`src/design/pcs_consts.svh`:
```
`ifndef PCS_CONSTS_SVH
`define PCS_CONSTS_SVH

// Register offsets on the management port
`define PCS_ADDR_CTRL 16'h40A0
`define PCS_ADDR_RX_GOOD_HI 16'h40A3
`define PCS_ADDR_RX_GOOD_LO 16'h40A4
`define PCS_ADDR_RX_OVER_HI 16'h40A5
`define PCS_ADDR_RX_OVER_LO 16'h40A6
`define PCS_ADDR_RX_UNDER_HI 16'h40A7
`define PCS_ADDR_RX_UNDER_LO 16'h40A8
`define PCS_ADDR_RX_INERR 16'h40A9
`define PCS_ADDR_RX_OVERERR 16'h40AA
`define PCS_ADDR_RX_FRAG 16'h40AB
`define PCS_ADDR_RX_NOSFD 16'h40AC
`define PCS_ADDR_TX_GOOD_HI 16'h40AD
`define PCS_ADDR_TX_GOOD_LO 16'h40AE
`define PCS_ADDR_TX_OVER_HI 16'h40AF
`define PCS_ADDR_TX_OVER_LO 16'h40B0
`define PCS_ADDR_TX_UNDER_HI 16'h40B1
`define PCS_ADDR_TX_UNDER_LO 16'h40B2
`define PCS_ADDR_TX_INERR 16'h40B3
`define PCS_ADDR_TX_OVERERR 16'h40B4
`define PCS_ADDR_TX_FRAG 16'h40B5
`define PCS_ADDR_TX_NOSFD 16'h40B6
`define PCS_ADDR_CTRL2 16'h40B7
`define PCS_ADDR_IRQ_STAT 16'h40F0
`define PCS_ADDR_IRQ_MASK 16'h40F1

// Field positions
`define PCS_BIT_CHK_EN 15
`define PCS_BIT_TX_SRC 1

// Reset values
`define PCS_RST_WORD 16'h0000
`define PCS_RST_CNT 32'h0000_0000
`define PCS_RST_IRQ 14'h0000

// Event positions inside one checker's event vector
`define PCS_EV_GOOD 0
`define PCS_EV_OVER_GOOD 1
`define PCS_EV_UNDER_GOOD 2
`define PCS_EV_INRANGE_ERR 3
`define PCS_EV_OVER_ERR 4
`define PCS_EV_FRAG 5
`define PCS_EV_NOSFD 6

// Frame format constants
`define PCS_LEN_MIN 11'h040
`define PCS_LEN_MAX 11'h5EE
`define PCS_LEN_SAT 11'h7FF
`define PCS_NIB_PRE 4'h5
`define PCS_NIB_SFD 4'hD
`define PCS_CRC_INIT 32'hFFFF_FFFF
`define PCS_CRC_POLY 32'hEDB8_8320
`define PCS_CRC_RESIDUE 32'hDEBB_20E3

`endif

```
`src/design/pcs_pkg.sv`:
```
package pcs_pkg;
	typedef logic [15:0] pcs_word_t;
	typedef logic [3:0] pcs_nib_t;
	typedef logic [6:0] pcs_evt_t;
	typedef enum logic [1:0] {PCS_IDLE, PCS_PRE, PCS_BODY, PCS_SKIP} pcs_chk_state_t;
endpackage

```
`src/design/pcs_evt_if.sv`:
```
`timescale 1ns/1ps
// Frame classification pulses from one checker to the counter bank
interface pcs_evt_if;
	pcs_pkg::pcs_evt_t evt;
	modport src (output evt);
	modport dst (input evt);
endinterface

```
`src/design/pcs_stat_counters.sv`:
```
// The implementer's own choice: strobed register access.
`timescale 1ns/1ps
`include "pcs_consts.svh"
//
// Contract
// - Count received good-CRC frames of 64 to 1518 bytes, 32 bits, low half own register.
// - Count received good-CRC frames over 1518 bytes, 32 bits, high and low registers.
// - Count received good-CRC frames under 64 bytes, 32 bits, high and low registers.
// - Count received bad-CRC frames of 64 to 1518 bytes, 16 bits.
// - Count received bad-CRC frames over 1518 bytes, 16 bits.
// - Count received fragments under 64 bytes whatever the CRC, 16 bits.
// - Count received frames with no start-of-frame delimiter, 16 bits.
// - Count transmitted good-CRC frames of 64 to 1518 bytes, 32 bits, two registers.
// - Count transmitted good-CRC frames over 1518 bytes, 32 bits, two registers.
// - Count transmitted good-CRC frames under 64 bytes, 32 bits, two registers.
// - Count transmitted bad-CRC frames of 64 to 1518 bytes, 16 bits.
// - Count transmitted bad-CRC frames over 1518 bytes, 16 bits.
// - Count transmit-side fragments under 64 bytes, 16 bits.
// - Count transmit-side frames missing the start-of-frame delimiter, 16 bits.
// - Counters are read-only, reset to zero, and clear on read.
// - High half of the receive good counter sits just before its low half.
// - Checkers examine and count frames only while checker enable is set.
// - Transmit source select picks generator frames when 1, MAC frames when 0.
module pcs_stat_counters (
	// Clock and reset
	input wire logic core_clk,
	input wire logic rst_n,
	// Register port
	input wire pcs_pkg::pcs_word_t reg_addr,
	input wire pcs_pkg::pcs_word_t reg_wdata,
	input wire logic reg_wr,
	input wire logic reg_rd,
	output pcs_pkg::pcs_word_t reg_rdata,
	// Receive nibble stream from the wire side
	input wire logic rx_nib_vld,
	input wire logic rx_dv,
	input wire pcs_pkg::pcs_nib_t rx_nib,
	// Transmit nibble stream from the MAC
	input wire logic mac_tx_nib_vld,
	input wire logic mac_tx_en,
	input wire pcs_pkg::pcs_nib_t mac_tx_nib,
	// Transmit nibble stream from the packet generator
	input wire logic gen_tx_nib_vld,
	input wire logic gen_tx_en,
	input wire pcs_pkg::pcs_nib_t gen_tx_nib,
	// Interrupt
	output logic irq
);
	import pcs_pkg::*;

	localparam int NCNT = 14;
	localparam int NDIR = 7;
	localparam int NWIDE = 3;

	// Control registers
	logic checker_enable_reg;
	logic tx_checker_source_select_reg;
	logic [NCNT-1:0] irq_stat_reg, irq_stat_next;
	logic [NCNT-1:0] irq_mask_reg;
	pcs_word_t rdata_reg, rdata_next;

	// Counter bank with shadow of the low half for wide counters
	logic [31:0] cnt_reg [NCNT];
	logic [31:0] cnt_next [NCNT];
	logic [15:0] shadow_reg [NCNT];
	logic [NCNT-1:0] shv_reg;

	// Per-counter views for the read path
	logic [15:0] hi_view [NCNT];
	logic [15:0] lo_view [NCNT];
	logic [NCNT-1:0] rd_hi;
	logic [NCNT-1:0] rd_lo;
	logic [NCNT-1:0] ev_all;

	pcs_evt_if rx_ev ();
	pcs_evt_if tx_ev ();

	// Transmit checker input selection
	wire tx_sel_vld = tx_checker_source_select_reg ? gen_tx_nib_vld : mac_tx_nib_vld;
	wire tx_sel_dv = tx_checker_source_select_reg ? gen_tx_en : mac_tx_en;
	wire [3:0] tx_sel_nib = tx_checker_source_select_reg ? gen_tx_nib : mac_tx_nib;

	// Receive side checker
	pcs_frame_check u_rx_chk (
		.core_clk(core_clk),
		.rst_n(rst_n),
		.enable(checker_enable_reg),
		.nib_vld(rx_nib_vld),
		.frame_dv(rx_dv),
		.nib(rx_nib),
		.ev(rx_ev.src)
	);

	// Transmit side checker
	pcs_frame_check u_tx_chk (
		.core_clk(core_clk),
		.rst_n(rst_n),
		.enable(checker_enable_reg),
		.nib_vld(tx_sel_vld),
		.frame_dv(tx_sel_dv),
		.nib(tx_sel_nib),
		.ev(tx_ev.src)
	);

	assign ev_all = {tx_ev.evt, rx_ev.evt};

	// Address decode for the status read strobe and the control and mask write strobes
	wire rd_stat = reg_rd && (reg_addr == `PCS_ADDR_IRQ_STAT);
	wire wr_ctrl = reg_wr && (reg_addr == `PCS_ADDR_CTRL);
	wire wr_ctrl2 = reg_wr && (reg_addr == `PCS_ADDR_CTRL2);
	wire wr_mask = reg_wr && (reg_addr == `PCS_ADDR_IRQ_MASK);

	// High-half reads of the wide counters
	assign rd_hi[0] = reg_rd && (reg_addr == `PCS_ADDR_RX_GOOD_HI);
	assign rd_hi[1] = reg_rd && (reg_addr == `PCS_ADDR_RX_OVER_HI);
	assign rd_hi[2] = reg_rd && (reg_addr == `PCS_ADDR_RX_UNDER_HI);
	assign rd_hi[3] = 1'b0;
	assign rd_hi[4] = 1'b0;
	assign rd_hi[5] = 1'b0;
	assign rd_hi[6] = 1'b0;
	assign rd_hi[7] = reg_rd && (reg_addr == `PCS_ADDR_TX_GOOD_HI);
	assign rd_hi[8] = reg_rd && (reg_addr == `PCS_ADDR_TX_OVER_HI);
	assign rd_hi[9] = reg_rd && (reg_addr == `PCS_ADDR_TX_UNDER_HI);
	assign rd_hi[10] = 1'b0;
	assign rd_hi[11] = 1'b0;
	assign rd_hi[12] = 1'b0;
	assign rd_hi[13] = 1'b0;

	// Low-half reads, and single reads of the narrow counters
	assign rd_lo[0] = reg_rd && (reg_addr == `PCS_ADDR_RX_GOOD_LO);
	assign rd_lo[1] = reg_rd && (reg_addr == `PCS_ADDR_RX_OVER_LO);
	assign rd_lo[2] = reg_rd && (reg_addr == `PCS_ADDR_RX_UNDER_LO);
	assign rd_lo[3] = reg_rd && (reg_addr == `PCS_ADDR_RX_INERR);
	assign rd_lo[4] = reg_rd && (reg_addr == `PCS_ADDR_RX_OVERERR);
	assign rd_lo[5] = reg_rd && (reg_addr == `PCS_ADDR_RX_FRAG);
	assign rd_lo[6] = reg_rd && (reg_addr == `PCS_ADDR_RX_NOSFD);
	assign rd_lo[7] = reg_rd && (reg_addr == `PCS_ADDR_TX_GOOD_LO);
	assign rd_lo[8] = reg_rd && (reg_addr == `PCS_ADDR_TX_OVER_LO);
	assign rd_lo[9] = reg_rd && (reg_addr == `PCS_ADDR_TX_UNDER_LO);
	assign rd_lo[10] = reg_rd && (reg_addr == `PCS_ADDR_TX_INERR);
	assign rd_lo[11] = reg_rd && (reg_addr == `PCS_ADDR_TX_OVERERR);
	assign rd_lo[12] = reg_rd && (reg_addr == `PCS_ADDR_TX_FRAG);
	assign rd_lo[13] = reg_rd && (reg_addr == `PCS_ADDR_TX_NOSFD);

	// One counter per generate entry
	for (genvar i = 0; i < NCNT; i++) begin : g_cnt
		localparam bit WIDE = (i % NDIR) < NWIDE;
		localparam logic [31:0] CMAX = WIDE ? 32'hFFFF_FFFF : 32'h0000_FFFF;
		wire inc = ev_all[i];
		wire at_max = (cnt_reg[i] == CMAX);
		wire [31:0] plus = at_max ? cnt_reg[i] : cnt_reg[i] + 32'h0000_0001;
		wire [31:0] lo_cleared = {cnt_reg[i][31:16], 15'h0000, inc};

		// Next count: a read clears, except a low-half read while the shadow is valid; an increment in the same cycle survives
		always_comb begin
			if (rd_hi[i]) begin
				cnt_next[i] = {31'h0000_0000, inc};
			end else if (rd_lo[i] && !(WIDE && shv_reg[i])) begin
				cnt_next[i] = WIDE ? lo_cleared : {31'h0000_0000, inc};
			end else if (inc) begin
				cnt_next[i] = plus;
			end else begin
				cnt_next[i] = cnt_reg[i];
			end
		end

		// Counter and low-half shadow registers
		always_ff @(posedge core_clk or negedge rst_n) begin
			if (!rst_n) begin
				cnt_reg[i] <= `PCS_RST_CNT;
				shadow_reg[i] <= `PCS_RST_WORD;
				shv_reg[i] <= 1'b0;
			end else begin
				cnt_reg[i] <= cnt_next[i];
				if (rd_hi[i]) begin
					shadow_reg[i] <= cnt_reg[i][15:0];
					shv_reg[i] <= 1'b1;
				end else if (rd_lo[i]) begin
					shv_reg[i] <= 1'b0;
				end
			end
		end

		assign hi_view[i] = cnt_reg[i][31:16];
		assign lo_view[i] = (WIDE && shv_reg[i]) ? shadow_reg[i] : cnt_reg[i][15:0];
	end

	// Read data multiplexer; unmapped offsets read as zero
	always_comb begin
		rdata_next = `PCS_RST_WORD;
		if (reg_rd) begin
			case (reg_addr)
				`PCS_ADDR_CTRL: rdata_next[`PCS_BIT_CHK_EN] = checker_enable_reg;
				`PCS_ADDR_CTRL2: rdata_next[`PCS_BIT_TX_SRC] = tx_checker_source_select_reg;
				`PCS_ADDR_IRQ_STAT: rdata_next = {2'h0, irq_stat_reg};
				`PCS_ADDR_IRQ_MASK: rdata_next = {2'h0, irq_mask_reg};
				`PCS_ADDR_RX_GOOD_HI: rdata_next = hi_view[0];
				`PCS_ADDR_RX_GOOD_LO: rdata_next = lo_view[0];
				`PCS_ADDR_RX_OVER_HI: rdata_next = hi_view[1];
				`PCS_ADDR_RX_OVER_LO: rdata_next = lo_view[1];
				`PCS_ADDR_RX_UNDER_HI: rdata_next = hi_view[2];
				`PCS_ADDR_RX_UNDER_LO: rdata_next = lo_view[2];
				`PCS_ADDR_RX_INERR: rdata_next = lo_view[3];
				`PCS_ADDR_RX_OVERERR: rdata_next = lo_view[4];
				`PCS_ADDR_RX_FRAG: rdata_next = lo_view[5];
				`PCS_ADDR_RX_NOSFD: rdata_next = lo_view[6];
				`PCS_ADDR_TX_GOOD_HI: rdata_next = hi_view[7];
				`PCS_ADDR_TX_GOOD_LO: rdata_next = lo_view[7];
				`PCS_ADDR_TX_OVER_HI: rdata_next = hi_view[8];
				`PCS_ADDR_TX_OVER_LO: rdata_next = lo_view[8];
				`PCS_ADDR_TX_UNDER_HI: rdata_next = hi_view[9];
				`PCS_ADDR_TX_UNDER_LO: rdata_next = lo_view[9];
				`PCS_ADDR_TX_INERR: rdata_next = lo_view[10];
				`PCS_ADDR_TX_OVERERR: rdata_next = lo_view[11];
				`PCS_ADDR_TX_FRAG: rdata_next = lo_view[12];
				`PCS_ADDR_TX_NOSFD: rdata_next = lo_view[13];
				default: rdata_next = `PCS_RST_WORD;
			endcase
		end
	end

	// Sticky event status: a new event wins over the clearing read
	assign irq_stat_next = (rd_stat ? `PCS_RST_IRQ : irq_stat_reg) | ev_all;

	// Software-written control and mask registers
	always_ff @(posedge core_clk or negedge rst_n) begin
		if (!rst_n) begin
			checker_enable_reg <= 1'b0;
			tx_checker_source_select_reg <= 1'b0;
			irq_mask_reg <= `PCS_RST_IRQ;
		end else begin
			if (wr_ctrl) begin
				checker_enable_reg <= reg_wdata[`PCS_BIT_CHK_EN];
			end
			if (wr_ctrl2) begin
				tx_checker_source_select_reg <= reg_wdata[`PCS_BIT_TX_SRC];
			end
			if (wr_mask) begin
				irq_mask_reg <= reg_wdata[NCNT-1:0];
			end
		end
	end

	// Status and read data registers
	always_ff @(posedge core_clk or negedge rst_n) begin
		if (!rst_n) begin
			irq_stat_reg <= `PCS_RST_IRQ;
			rdata_reg <= `PCS_RST_WORD;
		end else begin
			irq_stat_reg <= irq_stat_next;
			rdata_reg <= rdata_next;
		end
	end

	// Outputs
	assign reg_rdata = rdata_reg;
	assign irq = |(irq_stat_reg & irq_mask_reg);
endmodule

```
`src/design/pcs_frame_check.sv`:
```
`timescale 1ns/1ps
`include "pcs_consts.svh"
module pcs_frame_check (
	// Clock and reset
	input wire logic core_clk,
	input wire logic rst_n,
	// Control
	input wire logic enable,
	// Nibble stream
	input wire logic nib_vld,
	input wire logic frame_dv,
	input wire pcs_pkg::pcs_nib_t nib,
	// Classification pulses
	pcs_evt_if.src ev
);
	import pcs_pkg::*;

	pcs_chk_state_t state_reg, state_next;
	logic [31:0] crc_reg;
	logic [10:0] len_reg;
	logic half_reg;
	pcs_evt_t evt_reg, evt_next;

	// Nibble-wide reflected CRC-32 step, low data bit first
	function automatic logic [31:0] crc_step(input logic [31:0] c, input pcs_nib_t d);
		logic [31:0] r;
		r = c;
		for (int i = 0; i < 4; i++) begin
			r = (r[0] ^ d[i]) ? ((r >> 1) ^ `PCS_CRC_POLY) : (r >> 1);
		end
		return r;
	endfunction

	wire crc_ok = (crc_reg == `PCS_CRC_RESIDUE);
	wire is_short = (len_reg < `PCS_LEN_MIN);
	wire is_long = (len_reg > `PCS_LEN_MAX);
	wire frame_end = nib_vld && !frame_dv;

	// Walk preamble, delimiter and body; classify at the end of carrier
	always_comb begin
		state_next = state_reg;
		evt_next = '0;
		case (state_reg)
			PCS_IDLE: begin
				if (enable && nib_vld && frame_dv) begin
					state_next = (nib == `PCS_NIB_SFD) ? PCS_BODY :
						(nib == `PCS_NIB_PRE) ? PCS_PRE : PCS_SKIP;
				end
			end
			PCS_PRE: begin
				if (frame_end) begin
					evt_next[`PCS_EV_NOSFD] = 1'b1;
					state_next = PCS_IDLE;
				end else if (nib_vld && nib == `PCS_NIB_SFD) begin
					state_next = PCS_BODY;
				end else if (nib_vld && nib != `PCS_NIB_PRE) begin
					state_next = PCS_SKIP;
				end
			end
			PCS_SKIP: begin
				if (frame_end) begin
					evt_next[`PCS_EV_NOSFD] = 1'b1;
					state_next = PCS_IDLE;
				end
			end
			PCS_BODY: begin
				if (frame_end) begin
					state_next = PCS_IDLE;
					evt_next[`PCS_EV_FRAG] = is_short;
					evt_next[`PCS_EV_UNDER_GOOD] = is_short && crc_ok;
					evt_next[`PCS_EV_GOOD] = !is_short && !is_long && crc_ok;
					evt_next[`PCS_EV_INRANGE_ERR] = !is_short && !is_long && !crc_ok;
					evt_next[`PCS_EV_OVER_GOOD] = is_long && crc_ok;
					evt_next[`PCS_EV_OVER_ERR] = is_long && !crc_ok;
				end
			end
			default: state_next = PCS_IDLE;
		endcase
		if (!enable) begin
			state_next = PCS_IDLE;
			evt_next = '0;
		end
	end

	// State, CRC and length registers
	always_ff @(posedge core_clk or negedge rst_n) begin
		if (!rst_n) begin
			state_reg <= PCS_IDLE;
			crc_reg <= `PCS_CRC_INIT;
			len_reg <= '0;
			half_reg <= 1'b0;
			evt_reg <= '0;
		end else begin
			state_reg <= state_next;
			evt_reg <= evt_next;
			if (state_reg != PCS_BODY) begin
				crc_reg <= `PCS_CRC_INIT;
				len_reg <= '0;
				half_reg <= 1'b0;
			end else if (nib_vld && frame_dv) begin
				crc_reg <= crc_step(crc_reg, nib);
				half_reg <= !half_reg;
				if (half_reg && len_reg != `PCS_LEN_SAT) begin
					len_reg <= len_reg + 11'h001;
				end
			end
		end
	end

	assign ev.evt = evt_reg;
endmodule

```
`config.mk`:
```
export PLATFORM = sky130hd
export DESIGN_NAME = pcs_stat_counters
export DESIGN_NICKNAME = d
export VERILOG_FILES = /design/src/design/pcs_pkg.sv /design/src/design/pcs_evt_if.sv /design/src/design/pcs_stat_counters.sv /design/src/design/pcs_frame_check.sv
export VERILOG_INCLUDE_DIRS = /design/src /design/src/design
export SDC_FILE = /design/constraint.sdc
export NUM_CORES = 2
export LEC_CHECK = 0
export ABC_AREA = 1
export BUFFER_PORTS_ARGS = -buffer_cell sky130_fd_sc_hd__buf_2
export CELL_PAD_IN_SITES_DETAIL_PLACEMENT = 1
export CELL_PAD_IN_SITES_GLOBAL_PLACEMENT = 1
export CORE_MARGIN = 5
export CORE_UTILIZATION = 40
export CTS_BUF_LIST = sky130_fd_sc_hd__clkbuf_4 sky130_fd_sc_hd__clkbuf_8 sky130_fd_sc_hd__clkbuf_16
export CTS_CLUSTER_DIAMETER = 80
export DETAILED_ROUTE_END_ITERATION = 7
export PLACE_DENSITY = 0.74
export SLEW_MARGIN = 40
export SYNTH_ARGS = -nofsm -noshare
export SYNTH_HDL_FRONTEND = slang
export SYNTH_SLANG_ARGS = --single-unit
```
`constraint.sdc`:
```
create_clock -name core_clk -period 2.6 [get_ports core_clk]
set_input_delay 0.52 -clock core_clk [delete_from_list [all_inputs] [get_ports core_clk]]
set_output_delay 0.52 -clock core_clk [all_outputs]
set_load 0.02 [all_outputs]
```
==> After elaboration in Yosys (flattened, before gate mapping) <==
Index checks and enable logic that the tools add are counted.
{ "totals": {"ff_bits": 702, "output_inout_bits": 17, "word_cells": 431} }
{ "op_classes": {"bitwise": 18, "n_reduce_logical": 133, "add_sub_neg": 16, "magnitude_cmp": 4, "eq_ne": 88, "muxes": 125} }
{ "op_table": {"columns": ["cell", "n"], "rows": [
  ["32-bit two-way mux", 60],
  ["32-bit by 1-bit adder with 32-bit output (second input constant)", 14],
  ["16-bit by 15-bit == test with 1-bit output (second input constant)", 24],
  ["13-bit case mux with 22 select lines", 1],
  ["32-bit by 16-bit == test with 1-bit output (second input constant)", 8],
  ["32-bit == test (second input constant)", 8],
  ["16-bit two-way mux", 7],
  ["13-bit inverter with 14-bit output", 8],
  ["11-bit two-way mux", 6],
  ["1-bit logical AND", 56],
  ["2-bit nonzero test", 24],
  ["2-bit != test (second input constant)", 22],
  ["2-bit two-way mux", 16],
  ["2-bit AND reduction", 16],
  ["3-bit by 2-bit != test with 1-bit output (second input constant)", 10],
  ["6-bit two-way mux", 4],
  ["3-bit AND reduction", 8],
  ["1-bit case mux with 23 select lines", 1],
  ["11-bit by 1-bit adder with 11-bit output (second input constant)", 2],
  ["11-bit > comparator (second input constant)", 2],
  ["11-bit by 7-bit < comparator with 1-bit output (second input constant)", 2],
  ["1-bit two-way mux", 22],
  ["11-bit != test (second input constant)", 2],
  ["1-bit case mux with 22 select lines", 1],
  ["other kinds (19)", 60]
]} }

==> Longest topological paths before layout <==
{ "logic_depth": {"ltp_word": 11, "depth_mapped": 16, "depth_no_buf": 15} }

==> Hierarchy <==
From an unflattened synthesis, not the netlist that was laid out.
{ "hier_totals": {"hier_cells": 7349, "hier_area_um2": 47491.8} }
{ "by_module_without_submodules": {"columns": ["mod", "instances", "area_each_um2", "cells_each", "seq_area_each_um2"], "rows": [
  ["pcs_stat_counters", 1, 40850.4, 6380, 14914.3],
  ["pcs_frame_check at u_rx_chk", 1, 3409.5, 495, 1366.3],
  ["pcs_frame_check at u_tx_chk", 1, 3231.8, 474, 1366.3]
]} }

==> Least setup slack after synthesis <==
OpenSTA, ideal clock, no wires.
{ "synth_timing": {"kind": "input to register", "from": "input port reg_addr[11]", "to": "register cnt_reg[181] (netlist bit)", "stages": 13, "setup_ns": 0.119, "path_slack_ns": 0.526, "arrival_time_ns": 1.955, "path_cell_list": "nor2_1 > nand2_1 > nor2_8 > buf_6 > nand2_2 > nor2_4 > nand3_1 > nand2_2 > inv_2 > buf_6 > o21ai_1 > nand2_1 > o21a_1"} }
{ "synth_between": {"elab_chain_cells": 5} }
{ "synth_rtl": {"columns": ["element", "line", "rtl"], "rows": [
  ["start, declared", "pcs_stat_counters.sv:29", "input wire pcs_pkg::pcs_word_t reg_addr,"],
  ["16-bit by 15-bit == test with 1-bit output", null, null],
  ["1-bit logical AND", "pcs_stat_counters.sv:138", "assign rd_lo[8] = reg_rd && (reg_addr == `PCS_ADDR_TX_OVER_LO);"],
  ["1-bit logical AND", "pcs_stat_counters.sv:158", "end else if (rd_lo[i] && !(WIDE && shv_reg[i])) begin"],
  ["2-bit != test (no source line)", null, null],
  ["3-bit AND reduction (no source line)", null, null],
  ["end signal, assigned by index", "pcs_stat_counters.sv:170", "cnt_reg[i] <= `PCS_RST_CNT;"],
  ["end signal, assigned by index", "pcs_stat_counters.sv:174", "cnt_reg[i] <= cnt_next[i];"],
  ["end, declared", "pcs_stat_counters.sv:63", "logic [31:0] cnt_reg [NCNT];"]
]} }
Parallel ways exist; a longest one is shown, timed or not.
A chain may end at the register's enable or synchronous reset.

==> Final worst setup path <==
{ "layout_timing": {"from": "register irq_mask_reg[9]", "to": "output port irq"} }
{ "layout_between": {"elab_chain_cells": 2} }
{ "layout_rtl": {"columns": ["element", "line", "rtl"], "rows": [
  ["start, declared", "pcs_stat_counters.sv:59", "logic [NCNT-1:0] irq_mask_reg;"],
  ["start signal, assigned", "pcs_stat_counters.sv:230", "irq_mask_reg <= `PCS_RST_IRQ;"],
  ["start signal, assigned", "pcs_stat_counters.sv:239", "irq_mask_reg <= reg_wdata[NCNT-1:0];"],
  ["14-bit AND", "pcs_stat_counters.sv:257", "assign irq = |(irq_stat_reg & irq_mask_reg);"],
  ["14-bit OR reduction", "pcs_stat_counters.sv:257", null],
  ["end, declared", "pcs_stat_counters.sv:47", "output logic irq"]
]} }
No other way between the ends.

==> flow_summary.json <==
{
  "synth_cell_type_count": 61,
  "power.density_nw_per_um2": 475.2,
  "synth_top_area_cell": "dfrtp_1",
  "place_ws_ns": -0.2160,
  "fin_crit_ns": 2.500,
  "core-area_sq_um": 114500,
  "overflow": 0,
  "grt_antenna_before_repair": 7,
  "start_kind": "flip-flop",
  "yosys.area_share.adder": 0.004884,
  "gp_congestion": 0.9979,
  "crit_required_ns": 2.08,
  "path_class": "reg2out",
  "finalCritPeriodShare": 0.9615,
  "clk_pin_slew_ns": 0.06,
  "ant_nets": 0,
  "synthCells": 6738,
  "power_frac_clock": 0.539,
  "clock_sinks": 702,
  "regArea_sq_um": 17650,
  "worst_slack_ns": 0.1001,
  "cp_max_fo": 2,
  "hold_path.class": "in2reg",
  "yosysWarnings": 0,
  "ys_seq_area_frac": 0.3827,
  "drive_above_1_share": 0.1171,
  "p_int_w": 0.01969,
  "setup_violations": 0,
  "p_sw_frac": 0.2311,
  "setup_tns_ns": 0,
  "arrival_ns": 1.98,
  "synth_top_flop_cell": "dfrtp_1",
  "yosysTopAreaCellShare": 0.3462,
  "synth_xor_area_frac": 0.05217,
  "async_flop_share": 1.000,
  "finClkSkew_ns": 0.01873,
  "start_util": 0.4028,
  "peakVddDrop_v": 0.0004328,
  "max_slew_margin": 0.5162,
  "grt_pass1_wl_um": 286700,
  "wl_per_cell_um": 21.43,
  "drt-total-wl_um": 184900,
  "busiest_layer": "met2",
  "viasPerCell": 5.550,
  "cts-buffers-inserted": 90,
  "syn_nets": 6810,
  "use_met3": 0.04250,
  "firstDrtPassIters": 8,
  "ys_ff_latch": 702,
  "rows": 124,
  "worstSetupEndpointType": "output port",
  "yosys.area_share.simple": 0.3744,
  "dp_hpwl_um": 144300,
  "die-area_sq_um": 122200,
  "gr-usage-met1": 0.4020,
  "cts-root-buf": "clkbuf_16",
  "cts_buffer_depth": 3,
  "fmax_ghz": 0.4000,
  "die_x_um": 349.5,
  "rsz0062_at_grt": "no",
  "slew_violations": 0,
  "syn2layout_area_growth_pct": 16.87,
  "p_leak_nw": 24.98,
  "multi_input_area_sq_um": 24630,
  "grt_usage": 0.2967,
  "cts_htree_levels": 3,
  "synth_compound_area_frac": 0.09857,
  "die_h_um": 349.5,
  "nets": 7116,
  "syn_area_per_cell_sq_um": 6.844,
  "num_vias": 47893,
  "cap_violations": 0,
  "nFillCells": 14739,
  "synthTopCellsByArea": "dfrtp_1, nand2_1, nor2_1",
  "grt_max_degree": 70,
  "synth_mux_area_frac": 0.003419,
  "drc": 0,
  "clock_latency_ns": 0.69,
  "port_buffers": 69,
  "worst_pin_slew_ns": 0.7181,
  "comb_power_share": 0.032,
  "syn_area_sq_um": 46120,
  "grt_pass1_vias": 49125,
  "synth_top_family_by_area": "simple AND/OR/NAND/NOR gates",
  "status": "complete, no violations",
  "hold_viol": 0,
  "top_level_ports": 71,
  "cts_tree": "done",
  "drt_iter0_drc": 3676,
  "synth-edff-count": 0,
  "seqPwrFrac": 0.430,
  "use_met2": 0.4889,
  "p_switching_w": 0.005919,
  "largest_reg_flops": 448
}
==> cells by family (layout without fill, tap and decap cells) <==
family,after synthesis,in the layout
AOI/OAI and AO/OA,853,853
xor gates and xnor gates,273,273
adders and majority gates,18,18
buffers and inverters,948,1326
DFF,702,702
muxes,14,14
other,0,2
and+or+nand+nor,3930,3930
==> through the flow <==
stage | total power [W] | area (sq um) | cells | utilization | hold slack [ns]
after global placement | 0.01199 | 50520 | 8458 | 0.4412 | 0.4650
final | 0.02561 | 53900 | 8630 | 0.4707 | 0.06785
after detailed placement | 0.01201 | 50620 | 8462 | 0.4421 | 0.4733
after floorplan | 0.01147 | 46120 | 6738 | - | 0.2244
after global routing | 0.02639 | 53890 | 8628 | 0.4707 | 0.04693
after CTS | 0.02586 | 53870 | 8627 | 0.4705 | 0.03169
==> layout make-up <==
class | count | share of cell area
diodes | 2 | 0.00009286
multi-input cells | 5088 | 0.4569
flip-flops and latches | 702 | 0.3274
inverters | 723 | 0.05049
repair buffers | 439 | 0.06988
well taps | 1512 | 0.03510
clock buffers | 126 | 0.04993
clock inverters | 38 | 0.01017
==> synthesized netlist by cell type, types with 8 or more instances <==
cell / instances
a21oi_1: 135
a22oi_1: 16
buf_2: 69
buf_4: 17
buf_6: 20
clkbuf_1: 106
dfrtp_1: 638
dfstp_2: 64
ha_1: 18
inv_1: 689
inv_2: 31
mux2_1: 8
nand2_1: 1912
nand2_2: 23
nand2_4: 9
nand3_1: 472
nand3b_1: 47
nand4_1: 246
nor2_1: 740
nor2_2: 20
nor2_4: 14
nor3_1: 329
nor3b_1: 8
nor4_1: 56
o211ai_1: 9
o21ai_0: 473
o21ai_1: 117
o22ai_1: 59
o31ai_1: 9
or2_2: 29
xnor2_1: 55
xor2_1: 216
==> routing by layer <==
metal,wire length (um),part of all wire
met5,23,0.00012
met1,83130,0.45
met4,7275,0.039
met2,84910,0.46
met3,9574,0.052
==> power by group through the flow <==
stage / sequential, W / combinational (W) / clock, W
3_3_place_gp: 0.0112 / 0.000797 / 0
4_1_cts: 0.0110 / 0.000822 / 0.0140
2_1_floorplan: 0.0112 / 0.000286 / 0
3_5_place_dp: 0.0112 / 0.000816 / 0
6_report: 0.0110 / 0.000808 / 0.0138
5_1_grt: 0.0110 / 0.000896 / 0.0145
==> final timing paths <==
kind	startpoint	to	slack, ns	depth (start not counted)
min in group asynchronous	rst_n	cnt_reg[154]	0.44	2
max	irq_mask_reg[9]	irq	0.10	5
max reg2reg	cnt_reg[384]	cnt_reg[401]	0.20	13
max in group asynchronous	rst_n	u_rx_chk.crc_reg[3]	1.31	4
min reg2reg	shadow_reg[81]	shadow_reg[81]	0.49	2
min	reg_wdata[8]	irq_mask_reg[8]	0.07	2
==> cell usage in the layout (no fill, tap or decap), types with 64 or more instances in the layout <==
| cell type | synthesis | layout |
|---|---|---|
| dfrtp_1 | 638 | 638 |
| a21oi_1 | 135 | 135 |
| inv_1 | 689 | 689 |
| nand2_1 | 1912 | 1911 |
| buf_2 | 69 | 68 |
| nor3_1 | 329 | 328 |
| dfstp_2 | 64 | 64 |
| o21ai_1 | 117 | 118 |
| o21ai_0 | 473 | 472 |
| clkbuf_16 | 0 | 95 |
| buf_4 | 17 | 320 |
| xor2_1 | 216 | 216 |
| nand4_1 | 246 | 246 |
| nor2_1 | 740 | 737 |
| nand3_1 | 472 | 472 |
==> repair_timing <==
action	CTS	global route
endpoints found under the hold margin	21	0
gates resized for setup	0	6
hold buffers	1	0
buffers inserted	0	1
endpoints found under the setup margin	0	32
==> critical path: stages (launching register included) <==
cell,delay [ns]
dfrtp_1,0.37
inv_1,0.16
o22ai_1,0.13
nor3_1,0.24
nand3_1,0.19
buf_2,0.22
(Power assumes the default switching activity.)
